### src/can_fd_tdc_defines.vh
// Offsets, field positions, reset values and timing counts of the block.
`ifndef CAN_FD_TDC_DEFINES_VH
`define CAN_FD_TDC_DEFINES_VH

`define CLK_PERIOD_NS        40
`define SYNC_DELAY_NS        80
`define SYNC_CYCLES          ((`SYNC_DELAY_NS + `CLK_PERIOD_NS - 1) / `CLK_PERIOD_NS)

`define OFS_CORE_CTRL        8'h00
`define OFS_DATA_BIT_TIMING  8'h04
`define OFS_DELAY_COMP       8'h08
`define OFS_PROTO_STATUS     8'h0C
`define OFS_TX_FORMAT        8'h10
`define OFS_DEBUG_STATUS     8'h14

`define CCR_INIT             0
`define CCR_CCE              1
`define DBT_TDC_EN           23
`define DCR_OFS_MSB          14
`define DCR_OFS_LSB          8
`define PSR_EP               5
`define PSR_VAL_LSB          16

`define CORE_CTRL_RESET      2'h1
`define CORE_CTRL_INIT_RESET 1'b1
`define DBT_RESET            32'h00000A33
`define DELAY_COMP_MAX       7'h7F
`define DBG_ID_A             8'h7D
`define DBG_ID_B             8'hBE
`define DBG_ID_C             8'hFF

`endif

### src/can_fd_delay_comp.v
// Delay compensation, ESI, debug sequencing and init/config control.
//
// Implementation choices: the strobed register port and the register offsets.
`timescale 1ns/10ps
`include "can_fd_tdc_defines.vh"

module can_fd_delay_comp (
    input  wire        clk_sys,
    input  wire        rst,
    input  wire [7:0]  regAddr,
    input  wire [31:0] regWrData,
    input  wire        regWrite,
    input  wire        regRead,
    output reg  [31:0] regRdData,
    input  wire        mtqTick,
    input  wire        frameStart,
    input  wire        dataPhaseStart,
    input  wire        crcDelimSample,
    input  wire        samplePoint,
    input  wire        txStart,
    input  wire [4:0]  txBufIndex,
    input  wire        errorPassive,
    input  wire        fdfResEdge,
    input  wire        txBit,
    input  wire        rxPin,
    input  wire        msgStored,
    input  wire [7:0]  msgDebugId,
    input  wire        dmaAck,
    output reg         esiBit,
    output reg         bitError,
    output reg         frameIsFd,
    output reg         dbgDmaRequest,
    output reg         initActive,
    output reg         protWriteAllow
);

    // ------------------------------------------------------------
    // Register file
    // ------------------------------------------------------------
    reg        initReq;
    reg        cfgChange;
    reg [31:0] dataBitTiming;
    reg [6:0]  compOffset;
    reg [31:0] txFdSelect;
    reg [6:0]  compValue;
    reg [1:0]  initSync;
    reg        dataPhase;
    reg        txActive;
    reg [1:0]  dbgState;

    wire compEnable = dataBitTiming[`DBT_TDC_EN];

    function isAddr;
        input [7:0] a;
        input [7:0] ofs;
        begin
            isAddr = (a == ofs);
        end
    endfunction

    wire wrCore = regWrite && isAddr(regAddr, `OFS_CORE_CTRL);
    // Protected registers take writes only with both bits set.
    wire protOk = initActive && cfgChange;

    // A config change request outside init is dropped, and the bit
    // falls on its own once init is left, so a grant from an earlier
    // init phase can never reopen the protected registers later.
    always @(posedge clk_sys) begin
        if (rst) begin
            initReq       <= `CORE_CTRL_INIT_RESET;
            cfgChange     <= 1'b0;
            dataBitTiming <= `DBT_RESET;
            compOffset    <= 7'h00;
            txFdSelect    <= 32'h00000000;
        end else begin
            if (wrCore) begin
                initReq <= regWrData[`CCR_INIT];
                if (initActive) begin
                    cfgChange <= regWrData[`CCR_CCE];
                end
            end else if (!initActive) begin
                cfgChange <= 1'b0;
            end
            if (regWrite && protOk) begin
                if (isAddr(regAddr, `OFS_DATA_BIT_TIMING)) begin
                    dataBitTiming <= regWrData;
                end
                if (isAddr(regAddr, `OFS_DELAY_COMP)) begin
                    compOffset <= regWrData[`DCR_OFS_MSB:`DCR_OFS_LSB];
                end
                if (isAddr(regAddr, `OFS_TX_FORMAT)) begin
                    txFdSelect <= regWrData;
                end
            end
        end
    end

    // ------------------------------------------------------------
    // Init crossing
    // ------------------------------------------------------------
    // The request passes two delay stages and an output stage, so the
    // read-back lags a write by three cycles; software must poll the
    // bit before it writes a new value, or a rewrite inside the lag
    // would only show the earlier value on the bit for as many cycles as it was held.
    always @(posedge clk_sys) begin
        if (rst) begin
            initSync   <= 2'b11;
            initActive <= 1'b1;
        end else begin
            initSync   <= {initSync[0], initReq};
            initActive <= initSync[1];
        end
    end

    // The pin is a registered copy of the gate and so trails it by a
    // cycle; the write path uses the gate itself, so no write is let
    // through on the stale value.
    always @(posedge clk_sys) begin
        if (rst) begin
            protWriteAllow <= 1'b0;
        end else begin
            protWriteAllow <= protOk;
        end
    end

    // ------------------------------------------------------------
    // Frame start: ESI and format
    // ------------------------------------------------------------
    always @(posedge clk_sys) begin
        if (rst) begin
            esiBit    <= 1'b0;
            frameIsFd <= 1'b0;
            txActive  <= 1'b0;
        end else begin
            // A start while init is in effect is refused, so no frame
            // goes out on a half-written configuration.
            if (txStart && !initActive) begin
                // Latched once so a mid-frame state change is ignored.
                esiBit    <= errorPassive;
                frameIsFd <= txFdSelect[txBufIndex];
                txActive  <= 1'b1;
            end else if (crcDelimSample) begin
                txActive <= 1'b0;
            end
        end
    end

    // ------------------------------------------------------------
    // Loop delay measurement
    // ------------------------------------------------------------
    reg        measuring;
    reg [7:0]  measCount;
    reg        rxPrev;
    // The quantum that ends the measurement is counted as well, so the
    // result covers the whole loop from the transmit edge to the
    // receive edge. The count stops at its top value instead of
    // wrapping, so a lost receive edge still ends up saturated.
    wire [7:0] measNow  = (mtqTick && measCount != 8'hFF) ?
                          measCount + 8'h01 : measCount;
    wire [8:0] delaySum = {1'b0, measNow} + {2'b00, compOffset};
    wire [6:0] satSum = (delaySum > {2'b00, `DELAY_COMP_MAX}) ?
                        `DELAY_COMP_MAX : delaySum[6:0];
    wire       rxFall = rxPrev && !rxPin;

    always @(posedge clk_sys) begin
        if (rst) begin
            measuring <= 1'b0;
            measCount <= 8'h00;
            compValue <= 7'h00;
            rxPrev    <= 1'b1;
        end else begin
            rxPrev <= rxPin;
            if (initActive) begin
                measuring <= 1'b0;
                compValue <= 7'h00;
            end else if (fdfResEdge && compEnable && frameIsFd
                         && txActive) begin
                measuring <= 1'b1;
                measCount <= 8'h00;
            end else if (measuring && rxFall) begin
                measuring <= 1'b0;
                compValue <= satSum;
            end else if (measuring && mtqTick && measCount != 8'hFF) begin
                measCount <= measCount + 8'h01;
            end
        end
    end

    // ------------------------------------------------------------
    // Data phase bit check
    // ------------------------------------------------------------
    // The secondary point is counted from the regular sample point of
    // the bit before; it can lie at most 127 quanta behind it, which
    // the saturation of the compensation value already enforces.
    reg  [6:0]  sspCount;
    reg  [127:0] txDelay;
    reg         pendErr;
    wire        sspHit = mtqTick && (sspCount == compValue);
    wire        useComp = dataPhase && compEnable;

    always @(posedge clk_sys) begin
        if (rst) begin
            dataPhase <= 1'b0;
        end else if (frameStart || crcDelimSample) begin
            dataPhase <= 1'b0;
        end else if (dataPhaseStart && txActive && frameIsFd) begin
            dataPhase <= 1'b1;
        end
    end

    // Transmitted bits are kept per quantum so the bit that left
    // the pin one loop delay earlier is compared, not the current.
    always @(posedge clk_sys) begin
        if (rst) begin
            txDelay <= {128{1'b1}};
        end else if (mtqTick) begin
            txDelay <= {txDelay[126:0], txBit};
        end
    end

    always @(posedge clk_sys) begin
        if (rst) begin
            sspCount <= 7'h00;
            pendErr  <= 1'b0;
            bitError <= 1'b0;
        end else begin
            bitError <= 1'b0;
            if (!useComp) begin
                sspCount <= 7'h00;
                pendErr  <= 1'b0;
                if (samplePoint && dataPhase && txBit != rxPin) begin
                    bitError <= 1'b1;
                end
            end else begin
                if (samplePoint) begin
                    sspCount <= 7'h00;
                end else if (mtqTick && sspCount != `DELAY_COMP_MAX) begin
                    sspCount <= sspCount + 7'h01;
                end
                if (sspHit && txDelay[compValue] != rxPin) begin
                    pendErr <= 1'b1;
                end
                if (samplePoint && pendErr) begin
                    bitError <= 1'b1;
                    pendErr  <= 1'b0;
                end
            end
        end
    end

    // ------------------------------------------------------------
    // Debug message sequencing
    // ------------------------------------------------------------
    // A wrong message restarts the sequence. A message A seen out of
    // place is taken as the first of a new sequence, so a sender that
    // repeats A after a loss is not made to send it a third time.
    localparam DBG_WAIT_A = 4'b0001;
    localparam DBG_WAIT_B = 4'b0010;
    localparam DBG_WAIT_C = 4'b0100;
    localparam DBG_DONE   = 4'b1000;
    reg [3:0] dbgSeq;
    reg [3:0] next_dbgSeq;

    always @* begin
        next_dbgSeq = dbgSeq;
        case (dbgSeq)
            DBG_WAIT_A: begin
                if (msgStored && msgDebugId == `DBG_ID_A) begin
                    next_dbgSeq = DBG_WAIT_B;
                end
            end
            DBG_WAIT_B: begin
                if (msgStored) begin
                    if (msgDebugId == `DBG_ID_B) begin
                        next_dbgSeq = DBG_WAIT_C;
                    end else if (msgDebugId == `DBG_ID_A) begin
                        next_dbgSeq = DBG_WAIT_B;
                    end else begin
                        next_dbgSeq = DBG_WAIT_A;
                    end
                end
            end
            DBG_WAIT_C: begin
                if (msgStored) begin
                    if (msgDebugId == `DBG_ID_C) begin
                        next_dbgSeq = DBG_DONE;
                    end else if (msgDebugId == `DBG_ID_A) begin
                        next_dbgSeq = DBG_WAIT_B;
                    end else begin
                        next_dbgSeq = DBG_WAIT_A;
                    end
                end
            end
            DBG_DONE: begin
                if (dmaAck) begin
                    next_dbgSeq = DBG_WAIT_A;
                end
            end
            default: next_dbgSeq = DBG_WAIT_A;
        endcase
    end

    always @(posedge clk_sys) begin
        if (rst || initActive) begin
            dbgSeq        <= DBG_WAIT_A;
            dbgDmaRequest <= 1'b0;
        end else begin
            dbgSeq        <= next_dbgSeq;
            dbgDmaRequest <= (next_dbgSeq == DBG_DONE);
        end
    end

    always @* begin
        case (dbgSeq)
            DBG_WAIT_B: dbgState = 2'h1;
            DBG_WAIT_C: dbgState = 2'h2;
            DBG_DONE:   dbgState = 2'h3;
            default:    dbgState = 2'h0;
        endcase
    end

    // ------------------------------------------------------------
    // Read port
    // ------------------------------------------------------------
    // Unmapped offsets read as zero, and the data stand for a single
    // cycle, so a stale value is never mistaken for a fresh answer.
    always @(posedge clk_sys) begin
        if (rst) begin
            regRdData <= 32'h00000000;
        end else if (regRead) begin
            case (regAddr)
                `OFS_CORE_CTRL:
                    regRdData <= {30'h0, cfgChange, initActive};
                `OFS_DATA_BIT_TIMING:
                    regRdData <= dataBitTiming;
                `OFS_DELAY_COMP:
                    regRdData <= {17'h0, compOffset, 8'h00};
                `OFS_PROTO_STATUS:
                    regRdData <= {9'h0, compValue, 10'h0,
                                  errorPassive, 5'h00};
                `OFS_TX_FORMAT:
                    regRdData <= txFdSelect;
                `OFS_DEBUG_STATUS:
                    regRdData <= {29'h0, dbgDmaRequest, dbgState};
                default:
                    regRdData <= 32'h00000000;
            endcase
        end else begin
            regRdData <= 32'h00000000;
        end
    end

endmodule

### config.mk
export PLATFORM = sky130hd
export DESIGN_NAME = can_fd_delay_comp
export DESIGN_NICKNAME = d
export VERILOG_FILES = /design/src/can_fd_delay_comp.v
export VERILOG_INCLUDE_DIRS = /design/src /design/src/src
export SDC_FILE = /design/constraint.sdc
export NUM_CORES = 1
export LEC_CHECK = 0
export BUFFER_PORTS_ARGS = -buffer_cell sky130_fd_sc_hd__buf_2
export CORE_MARGIN = 4
export CORE_UTILIZATION = 29
export DETAILED_ROUTE_END_ITERATION = 12
export GPL_TIMING_DRIVEN = 1
export PLACE_DENSITY = 0.56
export SLEW_MARGIN = 20
export SYNTH_ARGS = -nofsm -noshare
export SYNTH_HDL_FRONTEND = slang
export SYNTH_SLANG_ARGS = --single-unit
### constraint.sdc
create_clock -name clk_sys -period 4.9 [get_ports clk_sys]
set_input_delay 0.98 -clock clk_sys [delete_from_list [all_inputs] [get_ports clk_sys]]
set_output_delay 0.98 -clock clk_sys [all_outputs]
set_load 0.01 [all_outputs]
==> impl_metrics.json <==
{
  "arrival_ns": 3.97,
  "cts_setup_buffers": 0,
  "post-dp-hpwl_mm": 19.5,
  "initial_core_util_pct": 29.4,
  "cts-hold-fix-buffers": 0,
  "fmax_mhz": 284,
  "row_count": 74,
  "drc_errors": 0,
  "wirelength_mm": 30.3,
  "endpoint_kind": "flip-flop",
  "io_pins": 107,
  "drive_gt1_share_pct": 16.7,
  "ys.warnings.count": 0,
  "gp_congestion": 0.824,
  "die-area_mm2": 0.0447,
  "first_global_vias": 8883,
  "htree_num_levels": 1,
  "core-area_mm2": 0.0409,
  "period_needed_ns": 3.52,
  "drv_slew": 0,
  "switching_share_pct": 22.3,
  "fin_worst_skew_ns": 0.00681,
  "first_iter_violations": 634,
  "grt_antenna_before_repair": 1,
  "overflow": 0,
  "clock_latency_ns": 0.55,
  "die_x_um": 212,
  "hold_violations": 0,
  "clock_sinks": 272,
  "grt.total_usage_pct": 13.1,
  "maxSlewHeadroom_pct": 37.4,
  "die_y_um": 212,
  "synth_ff_type": "dfxtp_1",
  "fin_crit_sh_pct": 71.9,
  "use_met3_pct": 2.37,
  "finalSetupViolations": 0,
  "synth_area_leaders": "dfxtp_1 (45%), a211o_1 (9.5%), nor2b_1 (7.1%)",
  "ys_seq_area_share_pct": 45.3,
  "async_flop_share_pct": 0,
  "yosysUniqueCellTypes": 59,
  "power_frac_comb_pct": 5.6,
  "syn_to_final_growth_pct": 15.7,
  "final_common_cell": "dfxtp_1",
  "vdd_drop_max_v": 0.000243,
  "synth-edff-count": 0,
  "cts_tree": "yes",
  "nNetsFinal": 1385,
  "pwr-share-seq_pct": 48.4,
  "post_cts_resized": 0,
  "synth_area_per_cell_um2": 9.63,
  "wl_per_cell_um": 16.3,
  "io_buffers": 106,
  "p_int_mw": 3.74,
  "rsz0062_at_grt": "false",
  "syn_nets": 1328,
  "grt_pass1_wl_mm": 48.6,
  "n_fill_cell": 4215,
  "worstPathMaxFanout": 7,
  "power.density_mw_per_mm2": 346,
  "final_cell_mix": "dfxtp_1 (271), nand2_1 (175), nor2b_1 (135), a211o_1 (130), buf_2 (104)",
  "status": "finished clean",
  "viasPerCell": 5.02,
  "fin_util_pct": 34.0,
  "max_cap_viol_count": 0,
  "ys_seq_elements": 272,
  "tightest_slew_ns": 0.935,
  "grt.busiest_layer": "met2",
  "p_clk_share_pct": 46.0,
  "p_leak_nw": 4.99,
  "cts-root-buf": "clkbuf_16",
  "synth_top_area_share_pct": 45.3,
  "first_pass_iters": 6,
  "routed-via-count": 9338,
  "use_met1_pct": 18.6,
  "grt_max_degree": 170,
  "post_dp_cell_area_mm2": 0.0129,
  "netlist_area_mm2": 0.0120,
  "yosys.area.top_type": "dfxtp_1",
  "clockBufferDepth": 3,
  "ant_nets": 0,
  "min_path_type": "flip-flop to flip-flop",
  "power.switching_mw": 1.07,
  "critPathKind": "flip-flop to flip-flop",
  "fin_area_mm2": 0.0139,
  "clkSlewWorstSetupHoldPaths_ns": 0.06,
  "syn_inst": 1248,
  "use_met2_pct": 20.7,
  "cts_buffers": 29,
  "setup_tns_ns": 0,
  "cp.required_ns": 5.35,
  "timing.critical_path.from_type": "flip-flop"
}
per-layer routing:
layer  share of wire (%)  up-vias
li1                    -     4598
met1                  48     4464
met2                  44      224
met3                 5.7       52
met4                 2.4        0
met5                   0        -
worst paths after layout:
path                            cells past startpoint  slack, ns           end    startpoint
worst max-delay path                               15       1.38  compValue[4]  measCount[0]
worst min-delay path                                1       0.41    initActive   initSync[1]
worst max register to register                     15       1.38  compValue[4]  measCount[0]
worst min register to register                      1       0.41    initActive   initSync[1]
worst max-delay path, cell delays in order (launching register included):
cell,delay (ns)
dfxtp_1,0.42
ha_1,0.26
and3_1,0.20
nand3_1,0.12
o21ai_0,0.37
nand2_1,0.12
nand2_1,0.11
ha_1,0.24
a21o_1,0.17
a21oi_1,0.21
o21ai_0,0.18
a21oi_1,0.19
nor2b_1,0.07
mux2i_1,0.18
nand3b_1,0.24
o221a_2,0.33
cell type report:
| cell class | count | area [um^2] | share of cell area [%] |
|---|---|---|---|
| tap | 532 | 666 | 4.79 |
| timing repair buffer | 125 | 698 | 5.02 |
| antenna | 1 | 2.50 | 0.0180 |
| clock inverter | 7 | 91.3 | 0.657 |
| multi-input combinational | 863 | 6070 | 43.6 |
| clock buffer | 45 | 876 | 6.30 |
| inverter | 14 | 52.6 | 0.378 |
| sequential | 272 | 5450 | 39.2 |
state kept, by name (all words and copies together) (netlist names), 2 cells and up:
signal	cells
txDelay	128
compValue	7
dataBitTiming	32
txFdSelect	32
compOffset	7
dbgSeq	4
sspCount	7
initSync	2
regRdData	32
measCount	8
cells by family after synthesis:
group	share of synthesized area [%]
compound gates	19.0
xor+xnor	1.90
fa+ha+maj	1.21
buf+inv	4.20
flops	45.3
mux	9.89
simple gates	18.4
power by group through the flow:
stage	clock network, mW	registers (mW)	logic, mW
6_report	2.22	2.33	0.269
5_1_grt	2.37	2.34	0.300
4_1_cts	2.30	2.33	0.271
3_5_place_dp	0	2.38	0.269
3_3_place_gp	0	2.37	0.265
2_1_floorplan	0	2.36	0.201
through the flow:
| stage | worst slack (ns) | power (mW) | instances | hold slack, ns |
|---|---|---|---|---|
| CTS | 1.41 | 4.89 | 1858 | 0.413 |
| finish | 1.38 | 4.81 | 1859 | 0.408 |
| floorplan | 1.08 | 2.56 | 1248 | 0.389 |
| detailed placement | 0.963 | 2.64 | 1806 | 0.398 |
| global route | 1.05 | 5.01 | 1858 | 0.425 |
| global placement | 1.05 | 2.64 | 1806 | 0.392 |
synth_stat cells, types with 2 or more instances:
| master | n |
|---|---|
| clkbuf_1 | 77 |
| nand2b_1 | 5 |
| a211o_1 | 130 |
| a211oi_1 | 4 |
| mux4_2 | 28 |
| and3b_1 | 2 |
| o311ai_0 | 2 |
| dfxtp_1 | 272 |
| nor2_1 | 56 |
| xnor2_1 | 12 |
| buf_8 | 3 |
| nand4_1 | 5 |
| buf_1 | 3 |
| mux2i_1 | 34 |
| a21oi_1 | 94 |
| or2_2 | 5 |
| a22oi_1 | 28 |
| buf_4 | 2 |
| mux2_2 | 3 |
| xor2_1 | 14 |
| and3_1 | 7 |
| inv_1 | 13 |
| and4_1 | 3 |
| o22ai_1 | 8 |
| nor3_2 | 3 |
| a31oi_1 | 5 |
| o21ai_0 | 13 |
| o221ai_1 | 10 |
| ha_1 | 10 |
| nor2b_1 | 136 |
| nand3b_1 | 9 |
| a222oi_1 | 2 |
| buf_2 | 12 |
| nand3_1 | 11 |
| nor4_1 | 5 |
| nor3b_1 | 2 |
| mux4_1 | 7 |
| nand2_1 | 175 |
| nor3_1 | 12 |
| o221a_2 | 7 |
No activity file was read; power rests on OpenSTA's default activity.
